==> config.mk <==
export PLATFORM = sky130hd
export DESIGN_NAME = lla_top
export DESIGN_NICKNAME = d
export VERILOG_FILES = /design/src/design/lla_pkg.sv /design/src/design/lla_sense_if.sv /design/src/design/lla_top.sv /design/src/design/lla_sense.sv
export SDC_FILE = /design/constraint.sdc
export NUM_CORES = 1
export LEC_CHECK = 0
export ABC_AREA = 1
export BUFFER_PORTS_ARGS = -buffer_cell sky130_fd_sc_hd__buf_2
export CORE_UTILIZATION = 50
export CTS_CLUSTER_SIZE = 25
export DETAILED_ROUTE_END_ITERATION = 16
export HOLD_SLACK_MARGIN = 0.1
export PLACE_DENSITY = 0.74
export RECOVER_POWER = 25
export SYNTH_ARGS = -nofsm -noshare
export SYNTH_HDL_FRONTEND = slang
export SYNTH_SLANG_ARGS = --single-unit
==> constraint.sdc <==
create_clock -name MCLK_I -period 1.3 [get_ports MCLK_I]
set_input_delay 0.195 -clock MCLK_I [delete_from_list [all_inputs] [get_ports MCLK_I]]
set_output_delay 0.195 -clock MCLK_I [all_outputs]
set_load 0.01 [all_outputs]
==> src/design/lla_pkg.sv <==
// Notes on behaviour
// - Sensor drive period is 32 clocks
// - Sensor drive high and low halves equal
// - Comparator only sampled in high half
// - Four consecutive alarm samples confirm; miss restarts
// - Select low: above threshold means alarm
// - Select high: below threshold means alarm
// - Delay 16384 or 32768 clocks before alarm
// - Condition lost during delay aborts it
// - Alarm latch holds until reset
// - Reset clears latch, confirm and delay counters
// - Alarm wave period is 512 clocks
// - On time 256 (select high) or 8
`default_nettype none
package lla_pkg;
    localparam int unsigned CLK_HZ        = 20_000_000;
    localparam int unsigned CLK_PERIOD_NS = 1_000_000_000 / CLK_HZ;

    // Sensor drive divider
    localparam int unsigned DRV_DIV       = 32;
    localparam int unsigned DRV_HALF      = DRV_DIV / 2;
    localparam logic [4:0]  PH_RESET      = 5'h00;
    localparam logic [4:0]  PH_SAMPLE     = 5'h0f;

    // Confirmation
    localparam logic [2:0]  CONF_RESET    = 3'h0;
    localparam logic [2:0]  CONF_NEEDED   = 3'h4;

    // Delay, in oscillator cycles
    localparam logic [15:0] DLY_SHORT_CYC = 16'h4000;
    localparam logic [15:0] DLY_LONG_CYC  = 16'h8000;
    localparam logic [15:0] DLY_RESET     = 16'h0000;

    // Alarm output wave
    localparam logic [8:0]  PW_RESET      = 9'h000;
    localparam logic [8:0]  PW_PERIOD     = 9'h1ff;
    localparam logic [8:0]  PW_ON_WIDE    = 9'h100;
    localparam logic [8:0]  PW_ON_NARROW  = 9'h008;

    typedef enum logic [2:0] {
        LLA_IDLE  = 3'b001,
        LLA_DELAY = 3'b010,
        LLA_ALARM = 3'b100
    } lla_state_t;
endpackage
`default_nettype wire

==> src/design/lla_sense_if.sv <==
`timescale 1ns/1ps
`default_nettype none
interface lla_sense_if;
    logic drive;
    logic sample_stb;
    logic indicate;
    logic confirmed;

    modport sense (
        output drive,
        output sample_stb,
        output indicate,
        output confirmed
    );
    modport ctrl (
        input drive,
        input sample_stb,
        input indicate,
        input confirmed
    );
endinterface
`default_nettype wire

==> src/design/lla_top.sv <==
`timescale 1ns/1ps
`default_nettype none
module lla_top #(
    parameter logic [15:0] DLY_SHORT_CYC = lla_pkg::DLY_SHORT_CYC,
    parameter logic [15:0] DLY_LONG_CYC  = lla_pkg::DLY_LONG_CYC
) (
    input  wire logic MCLK_I,
    input  wire logic RST_B_I,
    input  wire logic SENSE_ABOVE_I,
    input  wire logic DELAY_SEL_I,
    input  wire logic DUTY_POL_SEL_I,
    output var  logic SENSE_DRV_O,
    output var  logic ALARM_O,
    output var  logic ALARM_LATCHED_O
);
    lla_sense_if sn ();

    lla_pkg::lla_state_t state_reg;
    lla_pkg::lla_state_t state_next;
    logic [15:0]         dly_reg;
    logic [15:0]         dly_limit;
    logic [8:0]          pw_reg;
    logic [8:0]          pw_on;
    logic                alarm_reg;
    logic                latched;

    lla_sense u_sense (
        .clk_i       (MCLK_I),
        .rst_b_i     (RST_B_I),
        .cmp_above_i (SENSE_ABOVE_I),
        .pol_sel_i   (DUTY_POL_SEL_I),
        .sn          (sn)
    );

    assign SENSE_DRV_O = sn.drive;

    assign dly_limit = DELAY_SEL_I ? DLY_LONG_CYC : DLY_SHORT_CYC;
    assign latched   = (state_reg == lla_pkg::LLA_ALARM);

    always_comb begin
        state_next = state_reg;
        unique case (state_reg)
            lla_pkg::LLA_IDLE: begin
                if (sn.confirmed) begin
                    state_next = lla_pkg::LLA_DELAY;
                end
            end
            lla_pkg::LLA_DELAY: begin
                if (!sn.confirmed) begin
                    state_next = lla_pkg::LLA_IDLE;
                end else if (dly_reg == dly_limit - 16'h0001) begin
                    state_next = lla_pkg::LLA_ALARM;
                end
            end
            lla_pkg::LLA_ALARM: begin
                // Latched for good: a broken sensor lead must not stop it
                state_next = lla_pkg::LLA_ALARM;
            end
            default: begin
                state_next = lla_pkg::LLA_IDLE;
            end
        endcase
    end

    always_ff @(posedge MCLK_I or negedge RST_B_I) begin
        if (!RST_B_I) begin
            state_reg <= lla_pkg::LLA_IDLE;
        end else begin
            state_reg <= state_next;
        end
    end

    // Counts from the first confirmed cycle; the delay select is read live
    always_ff @(posedge MCLK_I or negedge RST_B_I) begin
        if (!RST_B_I) begin
            dly_reg <= lla_pkg::DLY_RESET;
        end else if (state_next == lla_pkg::LLA_DELAY) begin
            dly_reg <= dly_reg + 16'h0001;
        end else begin
            dly_reg <= lla_pkg::DLY_RESET;
        end
    end

    always_ff @(posedge MCLK_I or negedge RST_B_I) begin
        if (!RST_B_I) begin
            ALARM_LATCHED_O <= 1'b0;
        end else begin
            ALARM_LATCHED_O <= (state_next == lla_pkg::LLA_ALARM);
        end
    end

    assign pw_on = DUTY_POL_SEL_I ? lla_pkg::PW_ON_WIDE : lla_pkg::PW_ON_NARROW;

    // 9-bit counter runs only while latched, wraps at 512
    always_ff @(posedge MCLK_I or negedge RST_B_I) begin
        if (!RST_B_I) begin
            pw_reg <= lla_pkg::PW_RESET;
        end else if (latched) begin
            pw_reg <= pw_reg + 9'h001;
        end else begin
            pw_reg <= lla_pkg::PW_RESET;
        end
    end

    always_ff @(posedge MCLK_I or negedge RST_B_I) begin
        if (!RST_B_I) begin
            alarm_reg <= 1'b0;
        end else begin
            alarm_reg <= latched && (pw_reg < pw_on);
        end
    end

    assign ALARM_O = alarm_reg;

    // Helper: independent run length of the confirmed condition
    logic [15:0] run_reg;
    always_ff @(posedge MCLK_I or negedge RST_B_I) begin
        if (!RST_B_I) begin
            run_reg <= 16'h0000;
        end else if (sn.confirmed && run_reg != 16'hffff) begin
            run_reg <= run_reg + 16'h0001;
        end else if (!sn.confirmed) begin
            run_reg <= 16'h0000;
        end
    end

    // Helper: clocks since the last alarm rise; too long for a plain delay
    logic       alarm_q_reg;
    logic       alarm_seen_reg;
    logic       alarm_rise;
    logic [9:0] alarm_gap_reg;

    assign alarm_rise = ALARM_O && !alarm_q_reg;

    always_ff @(posedge MCLK_I or negedge RST_B_I) begin
        if (!RST_B_I) begin
            alarm_q_reg    <= 1'b0;
            alarm_seen_reg <= 1'b0;
            alarm_gap_reg  <= 10'h000;
        end else begin
            alarm_q_reg <= ALARM_O;
            if (alarm_rise) begin
                alarm_seen_reg <= 1'b1;
                alarm_gap_reg  <= 10'h001;
            end else if (alarm_gap_reg != 10'h3ff) begin
                alarm_gap_reg <= alarm_gap_reg + 10'h001;
            end
        end
    end
endmodule // lla_top
`default_nettype wire

==> src/design/lla_sense.sv <==
`timescale 1ns/1ps
`default_nettype none
module lla_sense (
    input  wire logic   clk_i,
    input  wire logic   rst_b_i,
    input  wire logic   cmp_above_i,
    input  wire logic   pol_sel_i,
    lla_sense_if.sense  sn
);
    logic [4:0] ph_reg;
    logic [4:0] ph_next;
    logic       drive_reg;
    logic       cmp_reg;
    logic [2:0] conf_reg;
    logic [2:0] conf_next;
    logic       ind;

    assign ph_next = ph_reg + 5'h01;

    always_ff @(posedge clk_i or negedge rst_b_i) begin
        if (!rst_b_i) begin
            ph_reg    <= lla_pkg::PH_RESET;
            drive_reg <= 1'b1;
        end else begin
            ph_reg    <= ph_next;
            drive_reg <= ~ph_next[4];
        end
    end

    always_ff @(posedge clk_i or negedge rst_b_i) begin
        if (!rst_b_i) begin
            cmp_reg <= 1'b0;
        end else begin
            cmp_reg <= cmp_above_i;
        end
    end

    // Polarity select flips which side of the threshold is the alarm
    assign ind = pol_sel_i ? ~cmp_reg : cmp_reg;

    // Sample on the last clock of the high half only
    assign sn.sample_stb = drive_reg && (ph_reg == lla_pkg::PH_SAMPLE);

    always_comb begin
        conf_next = conf_reg;
        if (sn.sample_stb) begin
            if (!ind) begin
                conf_next = lla_pkg::CONF_RESET;
            end else if (conf_reg != lla_pkg::CONF_NEEDED) begin
                conf_next = conf_reg + 3'h1;
            end
        end
    end

    always_ff @(posedge clk_i or negedge rst_b_i) begin
        if (!rst_b_i) begin
            conf_reg <= lla_pkg::CONF_RESET;
        end else begin
            conf_reg <= conf_next;
        end
    end

    assign sn.drive     = drive_reg;
    assign sn.indicate  = ind;
    assign sn.confirmed = (conf_reg == lla_pkg::CONF_NEEDED);
endmodule // lla_sense
`default_nettype wire

==> run summary, run 1 <==
Cell Chain, Critical Path: ha_2, nand2_2, nor2_4, nand2_4, nor2_8, nand3_4, nand2_8, buf_12, nor2_1
Post-Route Skew: 0.00889 ns
Total Routing Usage GR: 18.9%
fin crit period: 1.38 ns
DRT Pass-1 Iters: 4
Root Driver: clkbuf_8
WP buf/inv: 1
worst-margin pin slew: 0.813 ns
TritonCTS buffer count: 5
fin nets: 283
initial drt markers: 91
fmax: 723 MHz
DRT met1 WL: 1780 um
Pleak: 1.17 nW
Top Layer Used: met4
Data arrival, critical path: 1.56 ns
clock-pin slew on the worst setup and hold paths: 0.08 ns
compound-gate portion of the synthesized area: 5.81%
worst skew pair latency: 0.29 ns
largest net degree at the start of global routing: 21
Final Worst Setup Slack: -0.0828 ns
critical path's largest stage delay: 0.36 ns
endpoints failing setup: 18
initial antenna violation count: 0
Rows: 22
# placed instances: 307
drt total wl: 3590 um
Fillers: 292
# port buffers: 7
die width: 66.3 um
Antenna Diode Count: 0
kind of critical path: reg -> reg
Synth Area in Simple Gates: 30.3%
Antenna Nets Post-Route: 0
post-synthesis adder-cell area fraction: 4.24%
r2r worst-path depth: 9
Seq/Total Area, Yosys: 48.6%
Synth cell types: 28
final period utilization: 106%
Die ar.: 0.00439 mm2
area grow syn2layout: 22.3%
Post-Synth XOR/XNOR Area: 4.66%
Mapped Nets: 241
peak supply drop: 0.000497 V
crit end category: flip-flop
Cell Pwr Density: 845 mW/mm2
WP depth: 9
GPL Wtd Cong: 0.802
DR vias: 1547
H-tree Lvls: 2
endpoints failing hold: 0
Setup Slack @ Placement: -0.121 ns
I/O pin count: 8
Cells on Worst Hold Path: 6
failing checks: negative setup slack
status: finished with violations
Max Slew Vio Count: 0
Clock Sinks: 40
grt total ovfl: 0
worst min path class: in -> reg
WL met3: 85 um
critical path's top delay family: simple AND/OR/NAND/NOR gates
multiplexer share of the synthesized area: 0%
routed wire length per instance: 11.2 um
number of global-route vias before repair: 1400
Slew headroom: 45.8%
Syn. warnings: 0
CP Data Required Time: 1.47 ns
Synth Instances: 229
slowest CP cell: dfrtp_1
final core utilization: 66.5%
Max Cap Viol: 0
nature of the critical path startpoint: flip-flop
share of layout cells above drive strength 1: 27.6%
Cell Count, Final, Fillers Out: 320
Avg Inst Size Synth: 9.02 um2
CTS max path bufs: 2
Initial Util: 54.4%
crit-path max FO: 8
combinational family with the most area after synthesis: simple AND/OR/NAND/NOR gates
RSZ-0062 raised after global routing: true
area of the core: 0.00380 mm2
DRC Markers: 0
number of flip-flops in the largest register: 16
synthesized cell area: 0.00207 mm2
metal2 WL: 1700 um
Die Ht: 66.3 um
global-route wire length before repair: 6110 um
CTS tree: done
Synth Register Bits: 40
DR vias/cell: 4.83
HPWL after DPL: 2720 um
==> where the power goes <==
| part | internal (mW) | switching (mW) |
|---|---|---|
| Clock | 0.376 | 0.407 |
| Sequential | 1.25 | 0.00462 |
| Combinational | 0.0415 | 0.0534 |
==> synth_stat cells, drive strengths merged <==
cell    count  area [um2]
dfstp       2        52.6
nand3      14        87.6
ha          7        87.6
nor3        2        15.0
inv        29         111
nand2      57         234
o21bai      5        37.5
nand4       4        25.0
nor2       43         258
o21ai       8        40.0
dfrtp      38         951
nor3b       1        7.51
xor2        9        78.8
a21oi       7        42.5
xnor2       2        17.5
buf         1        20.0
==> layout by cell type (no fill, tap or decap), drive strengths merged <==
master | Yosys | layout
a21oi | 7 | 7
buf | 1 | 32
clkbuf | 0 | 9
clkinv | 0 | 1
dfrtp | 38 | 38
dfstp | 2 | 2
dlygate4sd3 | 0 | 2
ha | 7 | 7
inv | 29 | 29
nand2 | 57 | 57
nand3 | 14 | 14
nand4 | 4 | 4
nor2 | 43 | 43
nor3 | 2 | 2
nor3b | 1 | 1
o21ai | 8 | 8
o21bai | 5 | 5
xnor2 | 2 | 2
xor2 | 9 | 9
==> what timing repair did <==
item	CTS	global route
setup buffers	2	1
resized for setup	6	5
hold buffers	2	0
setup endpoints to repair	20	23
pin swaps	5	5
gates cloned	0	0
hold endpoints to repair	29	0
==> cell type report <==
cell class	count	area [um2]	share of cell area, %
sequential	40	1000	39.7
multi-input combinational	159	965	38.2
clock inverter	1	5.00	0.198
inverter	29	111	4.41
clock buffer	7	76.3	3.02
timing repair buffer	36	307	12.1
tap	48	60.1	2.38
==> logic make-up (layout without fill, tap and decap cells) <==
group,count (synthesis),in the layout
xor gates and xnor gates,11,11
DFF,40,40
AOI/OAI and AO/OA,20,20
buffers and inverters,30,73
and+or+nand+nor,121,121
adders and majority gates,7,7
==> final timing paths <==
kind,start,endpoint,slack (ns)
worst max register to register,dly_reg[1],dly_reg[4],-0.08
min in group asynchronous,RST_B_I,u_sense.cmp_reg,0.50
worst max-delay path,dly_reg[1],dly_reg[4],-0.08
max in group asynchronous,RST_B_I,state_reg[0],0.10
worst min register to register,pw_reg[0],pw_reg[0],0.46
worst min-delay path,DUTY_POL_SEL_I,ALARM_O,0.29
==> per-layer routing <==
metal,GRT usage (%),vias to the layer above
li1,-,806
met1,24.2,725
met2,29.7,12
met3,5.86,4
met4,6.91,0
met5,0,-
==> worst register-to-register path, cell delays in order, from the launching register on <==
cell	delay [ns]
dfrtp_1	0.36
ha_2	0.20
nand2_2	0.06
nor2_4	0.11
nand2_4	0.08
nor2_8	0.09
nand3_4	0.09
nand2_8	0.11
buf_12	0.13
nor2_1	0.04
==> through the flow <==
stage / hold slack [ns] / area [um2] / TNS [ns] / power [mW]
6_report: 0.286 / 2530 / -1.15 / 2.14
5_1_grt: 0.299 / 2530 / -2.70 / 2.25
4_1_cts: 0.276 / 2510 / -1.70 / 2.16
3_5_place_dp: 0.117 / 2370 / -1.93 / 1.37
3_3_place_gp: 0.116 / 2370 / -0.816 / 1.37
2_1_floorplan: -0.101 / 2070 / -1.48 / 1.31
Note: power is estimated with default switching activity, not from simulation.
==> run 2: changes to the inputs <==
--- a/config.mk
+++ b/config.mk
@@ -8,4 +8,5 @@
 export ABC_AREA = 1
 export BUFFER_PORTS_ARGS = -buffer_cell sky130_fd_sc_hd__buf_2
+export CORE_ASPECT_RATIO = 2
 export CORE_UTILIZATION = 50
 export CTS_CLUSTER_SIZE = 25
@@ -16,3 +17,4 @@
 export SYNTH_ARGS = -nofsm -noshare
 export SYNTH_HDL_FRONTEND = slang
+export SYNTH_HIERARCHICAL = 1
 export SYNTH_SLANG_ARGS = --single-unit
==> constraint.sdc (replaced) <==
create_clock -name MCLK_I -period 1.3 [get_ports MCLK_I]
set_input_delay 0.195 -clock MCLK_I [delete_from_list [all_inputs] [get_ports MCLK_I]]
set_output_delay 0.195 -clock MCLK_I [all_outputs]
set_load 0.1 [all_outputs]
==> run summary, run 2 <==
Cells on Worst Hold Path: 6 (unchanged)
crit-path max FO: 5 (was 8)
final core utilization: 67.7% (was 66.5%)
Initial Util: 52.4% (was 54.4%)
final period utilization: 109% (was 106%)
Cell Count, Final, Fillers Out: 343 (was 320)
RSZ-0062 raised after global routing: true (unchanged)
# port buffers: 7 (unchanged)
H-tree Lvls: 2 (unchanged)
Design Area, Final: 0.00263 mm2 (was 0.00253 mm2)
Final Worst Setup Slack: -0.113 ns (was -0.0828 ns)
largest net degree at the start of global routing: 26 (was 21)
Avg Inst Size Synth: 8.47 um2 (was 9.02 um2)
fin nets: 303 (was 283)
DRC Markers: 0 (unchanged)
crit end category: flip-flop (unchanged)
CTS tree: done (unchanged)
Synth top area share: 46.8% (was 46.0%)
asr flop ratio synth: 100% (unchanged)
Clock Sinks: 40 (unchanged)
Slew headroom: 67.8% (was 45.8%)
failing checks: negative setup slack (unchanged)
drt total wl: 4100 um (was 3590 um)
share of layout cells above drive strength 1: 31.5% (was 27.6%)
worst skew pair latency: 0.28 ns (was 0.29 ns)
Synth Instances: 240 (was 229)
initial drt markers: 28 (was 91)
area grow syn2layout: 29.4% (was 22.3%)
fmax: 708 MHz (was 723 MHz)
Cell Chain, Critical Path: inv_1, nor2_1, nand3_1, nand2_4, nand2_8, nor2_1 (was ha_2, nand2_2, nor2_4, nand2_4, nor2_8, nand3_4, nand2_8, buf_12, nor2_1)
# placed instances: 325 (was 307)
endpoints failing hold: 0 (unchanged)
Hold Worst Slack: 0.319 ns (was 0.286 ns)
largest area contributor in the netlist: dfrtp_1 (unchanged)
Post-Route Skew: 0.00706 ns (was 0.00889 ns)
Synth Register Bits: 40 (unchanged)
global-route wire length before repair: 7130 um (was 6110 um)
CP Launch Point: state_reg[0] (was dly_reg[1])
Crit path top cell by count: nor2_1
Antenna Nets Post-Route: 0 (unchanged)
DRT Pass-1 Iters: 4 (unchanged)
grt total ovfl: 0 (unchanged)
CP Data Required Time: 1.52 ns (was 1.47 ns)
Syn. warnings: 6 (was 0)
number of global-route vias before repair: 1763 (was 1400)
die width: 47.1 um (was 66.3 um)
r2r worst-path depth: 6 (was 9)
GPL Wtd Cong: 0.799 (was 0.802)
synth cell count leaders: 56 x nand2_1, 38 x dfrtp_1, 32 x inv_1, 32 x nor2_1, 12 x nand3_1 (was 53 x nand2_1, 38 x dfrtp_1, 30 x nor2_1)
Data arrival, critical path: 1.63 ns (was 1.56 ns)
TritonCTS buffer count: 5 (unchanged)
Worst Hold End: ALARM_O (unchanged)
I/O pin count: 8 (unchanged)
status: finished with violations (unchanged)
Cell Pwr Density: 834 mW/mm2 (was 845 mW/mm2)
worst min path class: in -> reg (unchanged)
Mapped Nets: 252 (was 241)
post-layout power: 2.19 mW (was 2.14 mW)
Seq/Total Area, Yosys: 49.4% (was 48.6%)
Synth cell types: 24 (was 28)
HPWL after DPL: 2760 um (was 2720 um)
top-count cell post-synth: nand2_1 (unchanged)
routed wire length per instance: 11.9 um (was 11.2 um)
area of the core: 0.00388 mm2 (was 0.00380 mm2)
kind of critical path: reg -> reg (unchanged)
Max Slew Vio Count: 0 (unchanged)
endpoints failing setup: 23 (was 18)
most common cell after layout, fill and taps aside: nand2_1 (unchanged)
Antenna Diode Count: 0 (unchanged)
DP Area: 0.00236 mm2 (was 0.00237 mm2)
Synth area leaders: dfrtp_1 47%, nand2_1 10%, inv_1 5.9%, nor2_1 5.9%, ha_1 4.3% (was dfrtp_1 46%, nand2_1 9.6%, nor2_1 5.5%, nor2_4 5.5%, inv_1 4.5%)
Worst R2R Start: state_reg[0] (was dly_reg[1])
Rows: 32 (was 22)
DR vias/cell: 4.91 (was 4.83)
Die ar.: 0.00434 mm2 (was 0.00439 mm2)
slowest CP cell: dfstp_2 (was dfrtp_1)
synthesized cell area: 0.00203 mm2 (was 0.00207 mm2)
critical path's largest stage delay: 0.54 ns (was 0.36 ns)
DR vias: 1683 (was 1547)
Pleak: 1.25 nW (was 1.17 nW)
r2r endpoint: dly_reg[2] (was dly_reg[4])
peak supply drop: 0.000723 V (was 0.000497 V)
Post-synth EDFFs: 0 (unchanged)
number of flip-flops in the largest register: 16 (unchanged)
nature of the critical path startpoint: flip-flop (unchanged)
Max Cap Viol: 0 (unchanged)
clock-pin slew on the worst setup and hold paths: 0.07 ns (was 0.08 ns)
R2R Setup Slk: -0.11 ns (was -0.08 ns)
fin crit period: 1.41 ns (was 1.38 ns)
initial antenna violation count: 0 (unchanged)
Root Driver: clkbuf_8 (unchanged)
most frequent cells in the layout: 54 x nand2_1, 38 x dfrtp_1, 33 x buf_4 (was 51 x nand2_1, 38 x dfrtp_1, 27 x nor2_1)
Hold Crit Start: DUTY_POL_SEL_I (unchanged)
worst-margin pin slew: 0.486 ns (was 0.813 ns)
CTS max path bufs: 2 (unchanged)
Synth Flop Type: dfrtp_1 (unchanged)
Die Ht: 92.2 um (was 66.3 um)
Total Routing Usage GR: 22.8% (was 18.9%)
## run 2: cell count changes after synthesis, moves of 2 or more
| cell | before | now |
|---|---|---|
| nand4_1 | 4 | 6 |
| nor2_4 | 10 | 2 |
| xor2_1 | 9 | 7 |
| a21oi_2 | 2 | 0 |
| nor2_1 | 30 | 32 |
| inv_1 | 25 | 32 |
| nand2_2 | 2 | 5 |
| nor3_1 | 1 | 3 |
| nand2_1 | 53 | 56 |
| nor2_2 | 2 | 9 |
## run 2: per-stage QoR
| step | TNS (ns) | worst slack, ns |
|---|---|---|
| finish | -1.90 | -0.113 |
| global route | -4.65 | -0.239 |
| CTS | -1.25 | -0.0944 |
| detailed placement | -2.25 | -0.160 |
| global placement | -1.18 | -0.0924 |
| floorplan | -1.37 | -0.133 |
## run 2: metal layers
layer | vias to the layer above | track usage (%) | wire length (um)
li1 | 847 | - | -
met2 | 25 | 39.9 | 2370
met4 | 0 | 13.1 | 152
met1 | 799 | 23.3 | 1490
met3 | 12 | 3.94 | 85
met5 | - | 0 | 0
## run 2: cell type report
class	count	area (um2)
Multi-Input combinational cell	166	998
Timing Repair Buffer	43	338
Clock buffer	8	90.1
Inverter	35	133
Sequential cell	40	1010
Tap cell	51	63.8
Fill cell	320	1250
## run 2: repair_timing
action	in CTS	in global routing
pin swaps	8	6
resized for setup	17	12
setup endpoints to repair	22	25
hold endpoints to repair	15	0
buffers inserted	4	2
hold buffers	2	0
gates cloned	2	0
## run 2: logic make-up after synthesis
family | count (synthesis) | share of synthesized area (%)
xor+xnor | 9 | 3.88
simple gates | 130 | 29.9
flops | 40 | 49.4
fa+ha+maj | 7 | 4.31
buf+inv | 36 | 7.51
compound gates | 18 | 5.05
## run 2: how the worst max path moves through the flow
stage	endpoint	slack, ns	cells past startpoint
6_report	dly_reg[2]	-0.11	6
5_1_grt	dly_reg[13]	-0.24	8
4_1_cts	dly_reg[15]	-0.09	8
3_5_place_dp	dly_reg[2]	-0.16	8
3_3_place_gp	dly_reg[15]	-0.09	8
2_1_floorplan	dly_reg[6]	-0.13	9
## run 2: power by group
part	internal (mW)	total (mW)	switching, mW
sequential	1.25	1.26	0.00405
combinational	0.0462	0.114	0.0679
clock	0.433	0.823	0.391
total	1.73	2.19	0.463
## run 2: critical path, delay by kind of cell (launching register included)
family | cells | cell delay [ns]
DFF | 1 | 0.54
and+or+nand+nor | 5 | 0.74
buffers and inverters | 1 | 0.06
==> run 3: changes to the inputs <==
CORE_MARGIN = 2   (was not set)
PLACE_DENSITY = 0.72   (was 0.74)
clock period = 1.5 ns   (was 1.3 ns; I/O delays follow)
==> run summary, run 3 (synthesized netlist as in run 2, its figures left out) <==
kind of critical path: reg -> reg (unchanged)
critical path capture point: state_reg[2] (was dly_reg[2])
final period utilization: 101% (was 109%)
Rows: 32 (unchanged)
initial antenna violation count: 0 (unchanged)
failing checks: negative setup slack (unchanged)
worst skew pair latency: 0.29 ns (was 0.28 ns)
Fillers: 347 (was 320)
clock-pin slew on the worst setup and hold paths: 0.08 ns (was 0.07 ns)
Root Driver: clkbuf_8 (unchanged)
Antenna Diode Count: 0 (unchanged)
cell internal pwr: 1.60 mW (was 1.73 mW)
register area: 0.00100 mm2 (was 0.00101 mm2)
combinational group share of total power: 4.0% (was 5.2%)
endpoints failing hold: 0 (unchanged)
most common cell after layout, fill and taps aside: nand2_1 (unchanged)
TritonCTS buffer count: 5 (unchanged)
DR vias: 1615 (was 1683)
Cell Pwr Density: 839 mW/mm2 (was 834 mW/mm2)
H-tree Lvls: 2 (unchanged)
DRC Markers: 0 (unchanged)
critical path's largest stage delay: 0.40 ns (was 0.54 ns)
status: finished with violations (unchanged)
CP Data Required Time: 1.70 ns (was 1.52 ns)
Worst R2R Start: u_sense/conf_reg[0] (was state_reg[0])
fmax: 658 MHz (was 708 MHz)
DR vias/cell: 5.02 (was 4.91)
routed wire length per instance: 12.4 um (was 11.9 um)
number of flip-flops in the largest register: 16 (unchanged)
grt total ovfl: 0 (unchanged)
endpoints failing setup: 1 (was 23)
CTS max path bufs: 2 (unchanged)
crit end category: flip-flop (unchanged)
# placed instances: 304 (was 325)
global-route wire length before repair: 6390 um (was 7130 um)
fin nets: 282 (was 303)
CTS tree: done (unchanged)
Sequential Power Share: 53.8% (was 57.3%)
r2r endpoint: state_reg[2] (was dly_reg[2])
most frequent cells in the layout: 55 x nand2_1, 38 x dfrtp_1, 31 x inv_1, 31 x nor2_1, 14 x buf_4 (was 54 x nand2_1, 38 x dfrtp_1, 33 x buf_4)
Final Worst Setup Slack: -0.0190 ns (was -0.113 ns)
CP Launch Point: u_sense/conf_reg[0] (was state_reg[0])
slowest CP cell: dfrtp_1 (was dfstp_2)
area of the core: 0.00388 mm2 (unchanged)
r2r worst-path depth: 7 (was 6)
share of layout cells above drive strength 1: 21.8% (was 31.5%)
number of global-route vias before repair: 1604 (was 1763)
crit-path max FO: 4 (was 5)
die width: 49.1 um (was 47.1 um)
worst min path class: in -> reg (unchanged)
initial drt markers: 28 (unchanged)
# port buffers: 7 (unchanged)
worst-margin pin slew: 0.506 ns (was 0.486 ns)
drt total wl: 3980 um (was 4100 um)
clock share of power: 42.3% (was 37.5%)
I/O pin count: 8 (unchanged)
Cell Chain, Critical Path: inv_1, ha_2, nand2_4, inv_4, nand4_1, buf_4, o21ai_0 (was inv_1, nor2_1, nand3_1, nand2_4, nand2_8, nor2_1)
Initial Util: 52.4% (unchanged)
Data arrival, critical path: 1.72 ns (was 1.63 ns)
DRT Pass-1 Iters: 4 (unchanged)
Multi-input gate area: 943 um2 (was 998 um2)
Max Cap Viol: 0 (unchanged)
GPL Wtd Cong: 0.767 (was 0.799)
switching share of total power: 20.7% (was 21.1%)
HPWL after DPL: 2720 um (was 2760 um)
Clock Sinks: 40 (unchanged)
Die ar.: 0.00462 mm2 (was 0.00434 mm2)
Die Ht: 94.2 um (was 92.2 um)
setup tns final: -0.0190 ns (was -1.90 ns)
area grow syn2layout: 18.6% (was 29.4%)
Cell Count, Final, Fillers Out: 322 (was 343)
nature of the critical path startpoint: flip-flop (unchanged)
P_sw: 0.420 mW (was 0.463 mW)
Antenna Nets Post-Route: 0 (unchanged)
peak supply drop: 0.000804 V (was 0.000723 V)
Slew headroom: 66.3% (was 67.8%)
Pleak: 1.15 nW (was 1.25 nW)
Max Slew Vio Count: 0 (unchanged)
Post-Route Skew: 0.00531 ns (was 0.00706 ns)
R2R Setup Slk: -0.02 ns (was -0.11 ns)
Total Routing Usage GR: 18.0% (was 22.8%)
fin crit period: 1.52 ns (was 1.41 ns)
largest net degree at the start of global routing: 21 (was 26)
run 3: area by class of cell:
class                   count  share of cell area [%]
clock buffers               6                    3.01
clock inverters             2                    1.45
inverters                  35                    5.55
multi-input cells         165                    39.1
flip-flops and latches     40                    41.6
well taps                  51                    2.65
repair buffers             23                    6.64
run 3: layer usage:
metal | vias up | GRT usage, % | share of wire (%)
li1 | 810 | - | -
met1 | 774 | 16.0 | 37
met2 | 23 | 34.8 | 58
met3 | 8 | 3.50 | 2.0
met4 | 0 | 11.9 | 2.7
met5 | - | 0 | 0
run 3: what timing repair did:
action / in CTS / in global routing
gates resized for setup: 1 / 12
setup buffers: 0 / 7
pin swaps: 1 / 8
setup endpoints to repair: 12 / 17
hold buffers: 2 / 0
hold endpoints to repair: 17 / 0
cloned: 0 / 1
run 3: through the flow:
| stage | setup WS [ns] | power (mW) | instance area (um2) | hold WS [ns] | util (%) |
|---|---|---|---|---|---|
| after floorplan | 0.0536 | 1.14 | 2030 | -0.0706 | - |
| after CTS | 0.00472 | 2.04 | 2290 | 0.338 | 59.1 |
| after global placement | 0.0604 | 1.18 | 2160 | 0.199 | 55.7 |
| after detailed placement | -0.0171 | 1.18 | 2160 | 0.200 | 55.7 |
| final | -0.0190 | 2.02 | 2410 | 0.342 | 62.1 |
| after global routing | -0.0833 | 2.11 | 2410 | 0.362 | 62.1 |
run 3: critical path, delay by kind of cell, from the launching register on:
kind / cells / cell delay (ns)
and+or+nand+nor: 2 / 0.25
buffers and inverters: 3 / 0.37
adders and majority gates: 1 / 0.21
DFF: 1 / 0.40
AOI/OAI and AO/OA: 1 / 0.20
run 3: worst min-delay path by stage:
stage | from | end | slack [ns] | cells after the start
floorplan | RST_B_I | ALARM_LATCHED_O | -0.07 | 0
detailed placement | RST_B_I | u_sense/ph_reg[3] | 0.20 | 1
CTS | DUTY_POL_SEL_I | ALARM_O | 0.34 | 6
global placement | RST_B_I | u_sense/ph_reg[3] | 0.20 | 1
finish | DUTY_POL_SEL_I | ALARM_O | 0.34 | 6
global route | DUTY_POL_SEL_I | ALARM_O | 0.36 | 4
run 3: power by group through the flow:
stage	clock [mW]	combinational [mW]	sequential, mW
floorplan	0	0.0212	1.12
global placement	0	0.0674	1.11
finish	0.856	0.0803	1.09
CTS	0.883	0.0724	1.09
detailed placement	0	0.0686	1.11
global route	0.928	0.0891	1.09
